===== src/lmc_pkg.sv =====
// Constants, field layouts and types for the per-link mode configuration bank
package lmc_pkg;

  // Host port widths and address split: link index above, register offset below
  localparam int ADDR_W   = 11;
  localparam int DATA_W   = 8;
  localparam int OFF_W    = 8;
  localparam int LINK_W   = 3;
  localparam int MAX_LINK = 8;

  // Register offsets within one link's 0x100 window
  localparam logic [7:0] MODE_OFF = 8'h20;
  localparam logic [7:0] TERM_OFF = 8'h32;
  localparam logic [7:0] SYS_OFF  = 8'h40;
  localparam logic [7:0] TEST_OFF = 8'h41;

  // Mode register fields
  localparam int FMT_LSB    = 0;
  localparam int REGION_BIT = 2;
  localparam int TRUNK_BIT  = 3;
  localparam logic [7:0] MODE_MASK = 8'h0F;

  // Termination register fields
  localparam int TERM_EXT_BIT = 2;
  localparam logic [7:0] TERM_MASK = 8'h07;

  // System interface register fields
  localparam int SYS_RATE_BIT = 0;
  localparam int SYS_MUX_BIT  = 1;
  localparam logic [7:0] SYS_MASK = 8'h03;

  // Test register fields
  localparam int TST_UNFR_BIT = 0;
  localparam int TST_AMI_BIT  = 1;
  localparam int TST_BPV_BIT  = 2;
  localparam int TST_PRBS_BIT = 3;
  localparam int TST_PDIR_BIT = 4;
  localparam int TST_LB_LSB   = 5;
  localparam logic [7:0] TEST_MASK = 8'hFF;

  // Reset values
  localparam logic [7:0] MODE_RST = 8'h00;
  localparam logic [7:0] TERM_RST = 8'h00;
  localparam logic [7:0] SYS_RST  = 8'h00;
  localparam logic [7:0] TEST_RST = 8'h00;

  // Loopback selections; code 7 is reserved and acts as none
  localparam logic [2:0] LB_NONE    = 3'h0;
  localparam logic [2:0] LB_SYSTEM  = 3'h6;

  // HDLC channel counts
  localparam logic [1:0] HDLC_FULL  = 2'h3;
  localparam logic [1:0] HDLC_SHORT = 2'h2;

  // Trunk standard, framing format and line code
  typedef enum logic [1:0] {STD_E1, STD_T1, STD_J1} lmc_std_e;
  typedef enum logic [1:0] {FMT_SF, FMT_ESF, FMT_DM, FMT_SLC96} lmc_fmt_e;
  typedef enum logic [1:0] {CODE_AMI, CODE_B8ZS, CODE_HDB3} lmc_code_e;

endpackage


===== src/lmc_link_mode_config.sv =====
// Per-link mode configuration register bank with host port and decoded controls
//
// What this block does
// - Each link configured independently, three standards
// - North American: codes pick SF, ESF, DM, SLC-96
// - Japanese variant allows only SF and ESF
// - Standard select zero: European, other fields ignored
// - Mode register at 0x020 plus 0x100 per link
// - Termination MSB zero enables internal matching
// - Low bits pick 75, 120, 100, 110 ohm
// - Termination MSB one disables internal matching
// - Optional 1.544 to 2.048 rate conversion
// - Two sets of four links, two buses; here each link picks its bus by its own mux bit, no fixed sets
// - European mode: four links per system bus; not enforced, each link's own mux bit works alike in every standard
// - Unframed setting passes payload without framing
// - Three HDLC in ESF/DM, two in SF/SLC-96
// - European mode offers three HDLC channels
// - AMI or B8ZS; HDB3 in European mode
// - Violation insertion only with AMI coding
// - PRBS generated one way, checked opposite way
// - Six diagnostic loopback modes selectable
`timescale 1ns/1ps
`default_nettype none

module lmc_link_mode_config #(
  parameter int NLINK = 8
) (
  input  wire logic                 ref_clk,
  input  wire logic                 sys_rst,
  input  wire logic                 host_cs_n,
  input  wire logic                 host_wr_n,
  input  wire logic                 host_rd_n,
  input  wire logic [10:0]          host_addr,
  input  wire logic [7:0]           host_wdata,
  output logic      [7:0]           host_rdata,
  output logic                      host_rdata_oe,
  output logic      [2*NLINK-1:0]   link_std,
  output logic      [2*NLINK-1:0]   link_fmt,
  output logic      [NLINK-1:0]     link_unframed,
  output logic      [2*NLINK-1:0]   link_hdlc_cnt,
  output logic      [2*NLINK-1:0]   link_line_code,
  output logic      [NLINK-1:0]     link_bpv_en,
  output logic      [NLINK-1:0]     link_prbs_en,
  output logic      [NLINK-1:0]     link_prbs_dir,
  output logic      [3*NLINK-1:0]   link_loopback,
  output logic      [NLINK-1:0]     link_term_int_en,
  output logic      [2*NLINK-1:0]   link_term_sel,
  output logic      [NLINK-1:0]     link_rate_conv,
  output logic      [NLINK-1:0]     link_bus_mux
);

  localparam int SYNC_W = 3 + lmc_pkg::ADDR_W + lmc_pkg::DATA_W;

  // Refuse link counts the address split cannot reach
  if (NLINK < 1 || NLINK > lmc_pkg::MAX_LINK) begin : g_bad_nlink
    $error("NLINK must be 1 to 8");
  end

  // Host pin synchroniser stages
  logic [SYNC_W-1:0]         sync1_reg;   // First stage, read only by second
  logic [SYNC_W-1:0]         sync2_reg;   // Second stage, safe to use
  logic                      wr_prev_reg; // Previous write-active level
  logic                      cs_n_s;      // Synchronised chip select
  logic                      wr_n_s;      // Synchronised write strobe
  logic                      rd_n_s;      // Synchronised read strobe
  logic [10:0]               addr_s;      // Synchronised address
  logic [7:0]                wdata_s;     // Synchronised write data
  logic                      wr_act;      // Write strobe active
  logic                      rd_act;      // Read strobe active
  logic                      wr_pulse;    // One cycle per host write
  logic [2:0]                addr_link;   // Link index field
  logic [7:0]                addr_off;    // Offset within link window

  // Per-link stored registers
  logic [7:0]                mode_q [NLINK];
  logic [7:0]                term_q [NLINK];
  logic [7:0]                sys_q  [NLINK];
  logic [7:0]                test_q [NLINK];
  logic [7:0]                rdata_next;  // Read mux result

  // Two flip-flops on every host pin before use
  always_ff @(posedge ref_clk or posedge sys_rst) begin
    if (sys_rst) begin
      sync1_reg <= {SYNC_W{1'b1}};
      sync2_reg <= {SYNC_W{1'b1}};
    end else begin
      sync1_reg <= {host_cs_n, host_wr_n, host_rd_n, host_addr, host_wdata};
      sync2_reg <= sync1_reg;
    end
  end

  assign {cs_n_s, wr_n_s, rd_n_s, addr_s, wdata_s} = sync2_reg;
  assign wr_act    = ~cs_n_s & ~wr_n_s;
  assign rd_act    = ~cs_n_s & ~rd_n_s;
  assign addr_link = addr_s[10:8];
  assign addr_off  = addr_s[7:0];

  // Edge detect so a held strobe writes once
  always_ff @(posedge ref_clk or posedge sys_rst) begin
    if (sys_rst) begin
      wr_prev_reg <= 1'b0;
    end else begin
      wr_prev_reg <= wr_act;
    end
  end

  assign wr_pulse = wr_act & ~wr_prev_reg;

  // Per-link registers and decoded controls
  for (genvar i = 0; i < NLINK; i++) begin : g_link
    logic              sel;        // Write aimed at this link
    logic              mode_ok;    // Proposed mode is a legal combination
    logic              trunk;      // Stored standard select
    logic              region;     // Stored region select
    logic [1:0]        fmt_code;   // Stored frame format code
    lmc_pkg::lmc_std_e std_d;      // Decoded standard
    lmc_pkg::lmc_fmt_e fmt_d;      // Decoded format
    lmc_pkg::lmc_code_e code_d;    // Decoded line code
    logic [1:0]        hdlc_d;     // HDLC channel count
    logic [2:0]        lb_d;       // Loopback selection
    logic              t1j1;       // Any 1.5 Mbit/s standard

    assign sel = wr_pulse && (addr_link == 3'(i));

    // Legal when European, or North American any format, or Japanese SF/ESF
    assign mode_ok = ~wdata_s[lmc_pkg::TRUNK_BIT]
                   | ~wdata_s[lmc_pkg::REGION_BIT]
                   | ~wdata_s[lmc_pkg::FMT_LSB+1];

    // Mode register: reserved combinations are dropped whole
    always_ff @(posedge ref_clk or posedge sys_rst) begin
      if (sys_rst) begin
        mode_q[i] <= lmc_pkg::MODE_RST;
      end else if (sel && addr_off == lmc_pkg::MODE_OFF && mode_ok) begin
        mode_q[i] <= wdata_s & lmc_pkg::MODE_MASK;
      end
    end

    // Termination register
    always_ff @(posedge ref_clk or posedge sys_rst) begin
      if (sys_rst) begin
        term_q[i] <= lmc_pkg::TERM_RST;
      end else if (sel && addr_off == lmc_pkg::TERM_OFF) begin
        term_q[i] <= wdata_s & lmc_pkg::TERM_MASK;
      end
    end

    // System interface register
    always_ff @(posedge ref_clk or posedge sys_rst) begin
      if (sys_rst) begin
        sys_q[i] <= lmc_pkg::SYS_RST;
      end else if (sel && addr_off == lmc_pkg::SYS_OFF) begin
        sys_q[i] <= wdata_s & lmc_pkg::SYS_MASK;
      end
    end

    // Test and diagnostic register
    always_ff @(posedge ref_clk or posedge sys_rst) begin
      if (sys_rst) begin
        test_q[i] <= lmc_pkg::TEST_RST;
      end else if (sel && addr_off == lmc_pkg::TEST_OFF) begin
        test_q[i] <= wdata_s & lmc_pkg::TEST_MASK;
      end
    end

    assign trunk    = mode_q[i][lmc_pkg::TRUNK_BIT];
    assign region   = mode_q[i][lmc_pkg::REGION_BIT];
    assign fmt_code = mode_q[i][lmc_pkg::FMT_LSB+1:lmc_pkg::FMT_LSB];
    assign t1j1     = trunk;

    // Standard and framing decode
    always_comb begin
      std_d = lmc_pkg::STD_E1;
      fmt_d = lmc_pkg::FMT_SF;
      if (!trunk) begin
        // European: region and format are ignored
        std_d = lmc_pkg::STD_E1;
      end else if (!region) begin
        std_d = lmc_pkg::STD_T1;
        case (fmt_code)
          2'h0:    fmt_d = lmc_pkg::FMT_SF;
          2'h1:    fmt_d = lmc_pkg::FMT_ESF;
          2'h2:    fmt_d = lmc_pkg::FMT_DM;
          default: fmt_d = lmc_pkg::FMT_SLC96;
        endcase
      end else begin
        // Japanese: only SF and ESF can be stored
        std_d = lmc_pkg::STD_J1;
        fmt_d = fmt_code[0] ? lmc_pkg::FMT_ESF : lmc_pkg::FMT_SF;
      end
    end

    // Line code and HDLC channel decode
    always_comb begin
      if (!t1j1) begin
        code_d = lmc_pkg::CODE_HDB3;
        hdlc_d = lmc_pkg::HDLC_FULL;
      end else begin
        code_d = test_q[i][lmc_pkg::TST_AMI_BIT] ? lmc_pkg::CODE_AMI
                                                 : lmc_pkg::CODE_B8ZS;
        if (fmt_d == lmc_pkg::FMT_ESF || fmt_d == lmc_pkg::FMT_DM) begin
          hdlc_d = lmc_pkg::HDLC_FULL;
        end else begin
          hdlc_d = lmc_pkg::HDLC_SHORT;
        end
      end
    end

    // Loopback select, reserved code means none
    always_comb begin
      lb_d = test_q[i][lmc_pkg::TST_LB_LSB+2:lmc_pkg::TST_LB_LSB];
      if (lb_d > lmc_pkg::LB_SYSTEM) begin
        lb_d = lmc_pkg::LB_NONE;
      end
    end

    // Registered framing outputs
    always_ff @(posedge ref_clk or posedge sys_rst) begin
      if (sys_rst) begin
        link_std[2*i+:2]      <= 2'h0;
        link_fmt[2*i+:2]      <= 2'h0;
        link_unframed[i]      <= 1'b0;
        link_hdlc_cnt[2*i+:2] <= 2'h0;
      end else begin
        link_std[2*i+:2]      <= std_d;
        link_fmt[2*i+:2]      <= fmt_d;
        link_unframed[i]      <= test_q[i][lmc_pkg::TST_UNFR_BIT];
        link_hdlc_cnt[2*i+:2] <= hdlc_d;
      end
    end

    // Registered line coder and test outputs
    always_ff @(posedge ref_clk or posedge sys_rst) begin
      if (sys_rst) begin
        link_line_code[2*i+:2] <= 2'h0;
        link_bpv_en[i]         <= 1'b0;
        link_prbs_en[i]        <= 1'b0;
        link_prbs_dir[i]       <= 1'b0;
        link_loopback[3*i+:3]  <= 3'h0;
      end else begin
        link_line_code[2*i+:2] <= code_d;
        link_bpv_en[i]         <= test_q[i][lmc_pkg::TST_BPV_BIT]
                                  & (code_d == lmc_pkg::CODE_AMI);
        link_prbs_en[i]        <= test_q[i][lmc_pkg::TST_PRBS_BIT];
        link_prbs_dir[i]       <= test_q[i][lmc_pkg::TST_PDIR_BIT];
        link_loopback[3*i+:3]  <= lb_d;
      end
    end

    // Registered termination and system-side outputs
    always_ff @(posedge ref_clk or posedge sys_rst) begin
      if (sys_rst) begin
        link_term_int_en[i]   <= 1'b0;
        link_term_sel[2*i+:2] <= 2'h0;
        link_rate_conv[i]     <= 1'b0;
        link_bus_mux[i]       <= 1'b0;
      end else begin
        // MSB low enables internal matching, high hands it to external parts
        link_term_int_en[i]   <= ~term_q[i][lmc_pkg::TERM_EXT_BIT];
        // Low bits: 00 75 ohm, 01 120 ohm, 10 100 ohm, 11 110 ohm
        link_term_sel[2*i+:2] <= term_q[i][lmc_pkg::TERM_EXT_BIT]
                                 ? 2'h0 : term_q[i][1:0];
        // Rate conversion only applies to 1.5 Mbit/s streams
        link_rate_conv[i]     <= t1j1 & sys_q[i][lmc_pkg::SYS_RATE_BIT];
        // Each link picks its bus from its own system register mux bit, in every standard
        link_bus_mux[i]       <= sys_q[i][lmc_pkg::SYS_MUX_BIT];
      end
    end
  end

  // Read mux: address decode, unmapped offsets read zero
  always_comb begin
    rdata_next = 8'h00;
    if (int'(addr_link) >= NLINK) begin
      rdata_next = 8'h00;
    end else if (addr_off == lmc_pkg::MODE_OFF) begin
      rdata_next = mode_q[addr_link];
    end else if (addr_off == lmc_pkg::TERM_OFF) begin
      rdata_next = term_q[addr_link];
    end else if (addr_off == lmc_pkg::SYS_OFF) begin
      rdata_next = sys_q[addr_link];
    end else if (addr_off == lmc_pkg::TEST_OFF) begin
      rdata_next = test_q[addr_link];
    end
  end

  // Read data loaded into a flop each cycle the read strobe is active, held once it ends
  always_ff @(posedge ref_clk or posedge sys_rst) begin
    if (sys_rst) begin
      host_rdata <= 8'h00;
    end else if (rd_act) begin
      host_rdata <= rdata_next;
    end
  end

  // Drive the data bus only during a read
  assign host_rdata_oe = rd_act;

endmodule

`default_nettype wire


===== config.mk =====
export PLATFORM = sky130hd
export DESIGN_NAME = lmc_link_mode_config
export DESIGN_NICKNAME = d
export VERILOG_FILES = /design/src/lmc_pkg.sv /design/src/lmc_link_mode_config.sv
export SDC_FILE = /design/constraint.sdc
export NUM_CORES = 1
export LEC_CHECK = 0
export BUFFER_PORTS_ARGS = -buffer_cell sky130_fd_sc_hd__buf_2
export CORE_ASPECT_RATIO = 1.5
export CORE_MARGIN = 5
export CORE_UTILIZATION = 35
export DETAILED_ROUTE_END_ITERATION = 7
export PLACE_DENSITY = 0.53
export REMOVE_ABC_BUFFERS = 1
export SLEW_MARGIN = 20
export SYNTH_ARGS = -nofsm -noshare
export SYNTH_HDL_FRONTEND = slang
export SYNTH_SLANG_ARGS = --single-unit

===== constraint.sdc =====
create_clock -name ref_clk -period 35.5 [get_ports ref_clk]
set_input_delay 7.1 -clock ref_clk [delete_from_list [all_inputs] [get_ports ref_clk]]
set_output_delay 7.1 -clock ref_clk [all_outputs]
set_load 0.01 [all_outputs]

==> impl_metrics.csv <==
group,metric,value,unit
synthesis,syn_avg_cell_area,15.74,µm²
critical_path,r2r_slack,32.33,ns
timing,worstMarginPinSlew,0.9038,ns
finish,drive_above_1_share,47.42,%
finish,largest_reg_flops,64,
finish,largest_register,"test_q",
timing,clock-skew-final,0.01686,ns
timing,timing.hold.ws,0.3520,ns
finish,reg_top3,"test_q x64, link_loopback x24, term_q x24",
synthesis,ys_seq_elements,342,
placement,globalplace.congestion,0.7775,
timing,setup_slack,26.57,ns
clocking,cts_resized,0,
critical_path,rr_endpoint,"test_q[55]$_DFFE_PP0P_",
route,wl,31100,µm
floorplanning,rows,85,
pwr,irDropWorstVdd,0.03687,mV
synthesis,yosys_warnings,0,
route,wl_per_cell,20.64,µm
job,maxCapViolCount,0,
grt,antenna_found_initial,0,
grt,overflow,0,
hold_path,hold_start,"sync1_reg[20]$_DFF_PP1_",
pwr,p_int,0.0006330,W
floorplanning,die_h,242.9,µm
timing,fin_crit_sh,25.17,%
pwr,cellLeakagePower,7.564,nW
timing,rsz0062_at_grt,"false",
route,drc_errors,0,
timing,finalSetupTns,0,ns
critical_path,cp.arrival,1.83,ns
finish,fin_nets,1029,
pwr,share_comb_of_total_power,2.6,%
critical_path,end_kind,"output pin",
grt,grt_pass1_wl,48180,µm
placement,dp_hpwl,21380,µm
critical_path,rr_startpoint,"sync2_reg[14]$_DFF_PP1_",
placement,dpl_worst_slack,25.82,ns
pwr,swShare,20.97,%
timing,max_freq,0.1119,GHz
grt,grt_pass1_vias,7797,
synthesis,synthFlopType,"dfrtp_1",
finish,fill_cells,3348,
clocking,cts_hold_buf,0,
clocking,clockBufferDepth,3,
outcome,outcome,"complete, no violations",
clocking,numCtsBuffers,34,
finish,syn_to_final_growth,21.03,%
route,vias,7072,
route,antenna_left,0,
timing,period_needed,8.934,ns
clocking,path_clk_slew,0.07,ns
finish,antennaDiodeCount,0,
synthesis,syn_inst,804,
clocking,insertion_delay,0.52,ns
critical_path,cp.required,28.40,ns
synthesis,yosys-top-cells-area,"dfrtp_1, mux2_2, dfstp_2, mux4_2, mux2i_1",
critical_path,critPathMaxFanout,10,
clocking,cts_root_buf,"clkbuf_16",
critical_path,r2r_cells,4,
synthesis,synthDistinctLibCells,41,
route,viasPerCell,4.693,
floorplanning,die_area,40140,µm²
floorplanning,die_w,165.3,µm
synthesis,synth.top_cell.area_share,58.92,%
synthesis,yosys.area.top_type,"dfrtp_1",
timing,hold_viol_final,0,
synthesis,seq_area_frac_synth,68.05,%
timing,drv_slew,0,
floorplanning,io_pins,193,
route,dr.pass1.iters,4,
timing,setup_viol,0,
clocking,clock_sinks,342,
placement,io_buffers,192,
timing,slew_headroom,39.58,%
pwr,p_seq_share,50.1,%
hold_path,hold_class,"reg -> reg",
route,drt_iter0_drc,298,
synthesis,synth_area,12660,µm²
grt,grt_use_total,15.83,%
pwr,powerDensity,52.28,nW/µm²
hold_path,hold_end,"sync2_reg[20]$_DFF_PP1_",
critical_path,crit_type,"reg -> out",
finish,fin_area,15320,µm²
floorplanning,start_util,35.32,%
placement,placed_cell_area,14090,µm²
pwr,p_clk_share,47.3,%
clocking,cts_tree,"done",
pwr,netSwitchingPower,0.0001679,W
clocking,postCtsSetupRepairBufs,0,
synthesis,async_reset_ff_share,100.0,%
hold_path,holdPathStages,0,
synthesis,synth_edf_count,0,
grt,grt_max_degree,148,
critical_path,worstSetupStartpointType,"flip-flop",
clocking,htree_levels,2,
floorplanning,core,35840,µm²
[routing by layer]
metal / vias to the layer above / wire [µm] / GRT usage (%)
met2: 166 / 17060 / 28.56
met1: 3685 / 11940 / 19.21
met5: - / 0 / 0
li1: 3179 / - / -
met3: 42 / 1345 / 2.631
met4: 0 / 754 / 4.676
[area by class of cell]
cell class                      count  area [µm²]  share of cell area [%]
Clock buffer                       46        1018                   6.649
Clock inverter                     14       180.2                   1.176
Inverter                           17       76.32                  0.4982
Multi-Input combinational cell    412        3806                   24.85
Sequential cell                   342        8613                   56.23
Tap cell                          478       598.1                   3.904
Timing Repair Buffer              198        1026                   6.698
[synth_stat cells (all sizes together) (20+ instances only)]
master	n
mux2	132
and2	33
nor2b	26
dfstp	44
dfrtp	298
mux2i	22
buf	20
mux4	28
nand2	28
a21boi	24
nor2	47
[layout by cell type (no fill, tap or decap), types with 12 or more instances in the layout]
master     count
o21ai_0       17
clkbuf_16     36
buf_2        192
nor2b_1       26
a21boi_0      24
and2_1        32
nor2_1        24
dfrtp_1      298
nand2_1       27
mux2_2       131
nand3_1       12
dfstp_2       44
mux2i_1       22
mux4_2        28
nor2_4        16
inv_1         16
[power groups by stage]
stage               sequential [W]  clock [W]  combinational, W
detailed placement        0.000409          0         0.0000211
floorplan                 0.000409          0         0.0000107
finish                    0.000402   0.000379         0.0000205
global route              0.000402   0.000409         0.0000233
global placement          0.000409          0         0.0000209
CTS                       0.000402   0.000392         0.0000212
[stage by stage]
step | instances | total power, W | util [%]
global route | 1507 | 0.0008339 | 42.74
finish | 1507 | 0.0008009 | 42.74
detailed placement | 1446 | 0.0004300 | 39.31
global placement | 1446 | 0.0004297 | 39.31
CTS | 1506 | 0.0008155 | 42.65
floorplan | 771 | 0.0004192 | -
[logic make-up (layout without fill, tap and decap cells)]
logic type | count (synthesis) | in the layout | share of synthesized area (%)
flip-flops | 342 | 342 | 68.05
AO/OA/AOI/OAI | 57 | 57 | 2.926
other | 1 | 1 | 0.02963
multiplexers | 182 | 182 | 18.47
XOR/XNOR | 8 | 8 | 0.5536
AND/OR/NAND/NOR | 164 | 164 | 8.096
buffers and inverters | 50 | 275 | 1.878
[worst max-delay path, cell delays in order, from the launching register on]
cell	delay (ns)
dfstp_2	0.42
nor2_1	0.65
buf_2	0.26
[worst max path at each step]
stage,slack [ns],to,startpoint,cells after the start
CTS,26.38,term_q[42]$_DFFE_PP0P_,sys_rst,4
global route,26.42,host_rdata_oe,sync2_reg[21]$_DFF_PP1_,2
global placement,25.86,link_hdlc_cnt[11]$_DFF_PP0_,sys_rst,4
finish,26.57,host_rdata_oe,sync2_reg[21]$_DFF_PP1_,2
detailed placement,25.82,link_hdlc_cnt[11]$_DFF_PP0_,sys_rst,4
floorplan,18.99,g_link[0].fmt_code[0]$_DFFE_PP0P_,sys_rst,1
(Power assumes the default switching activity.)
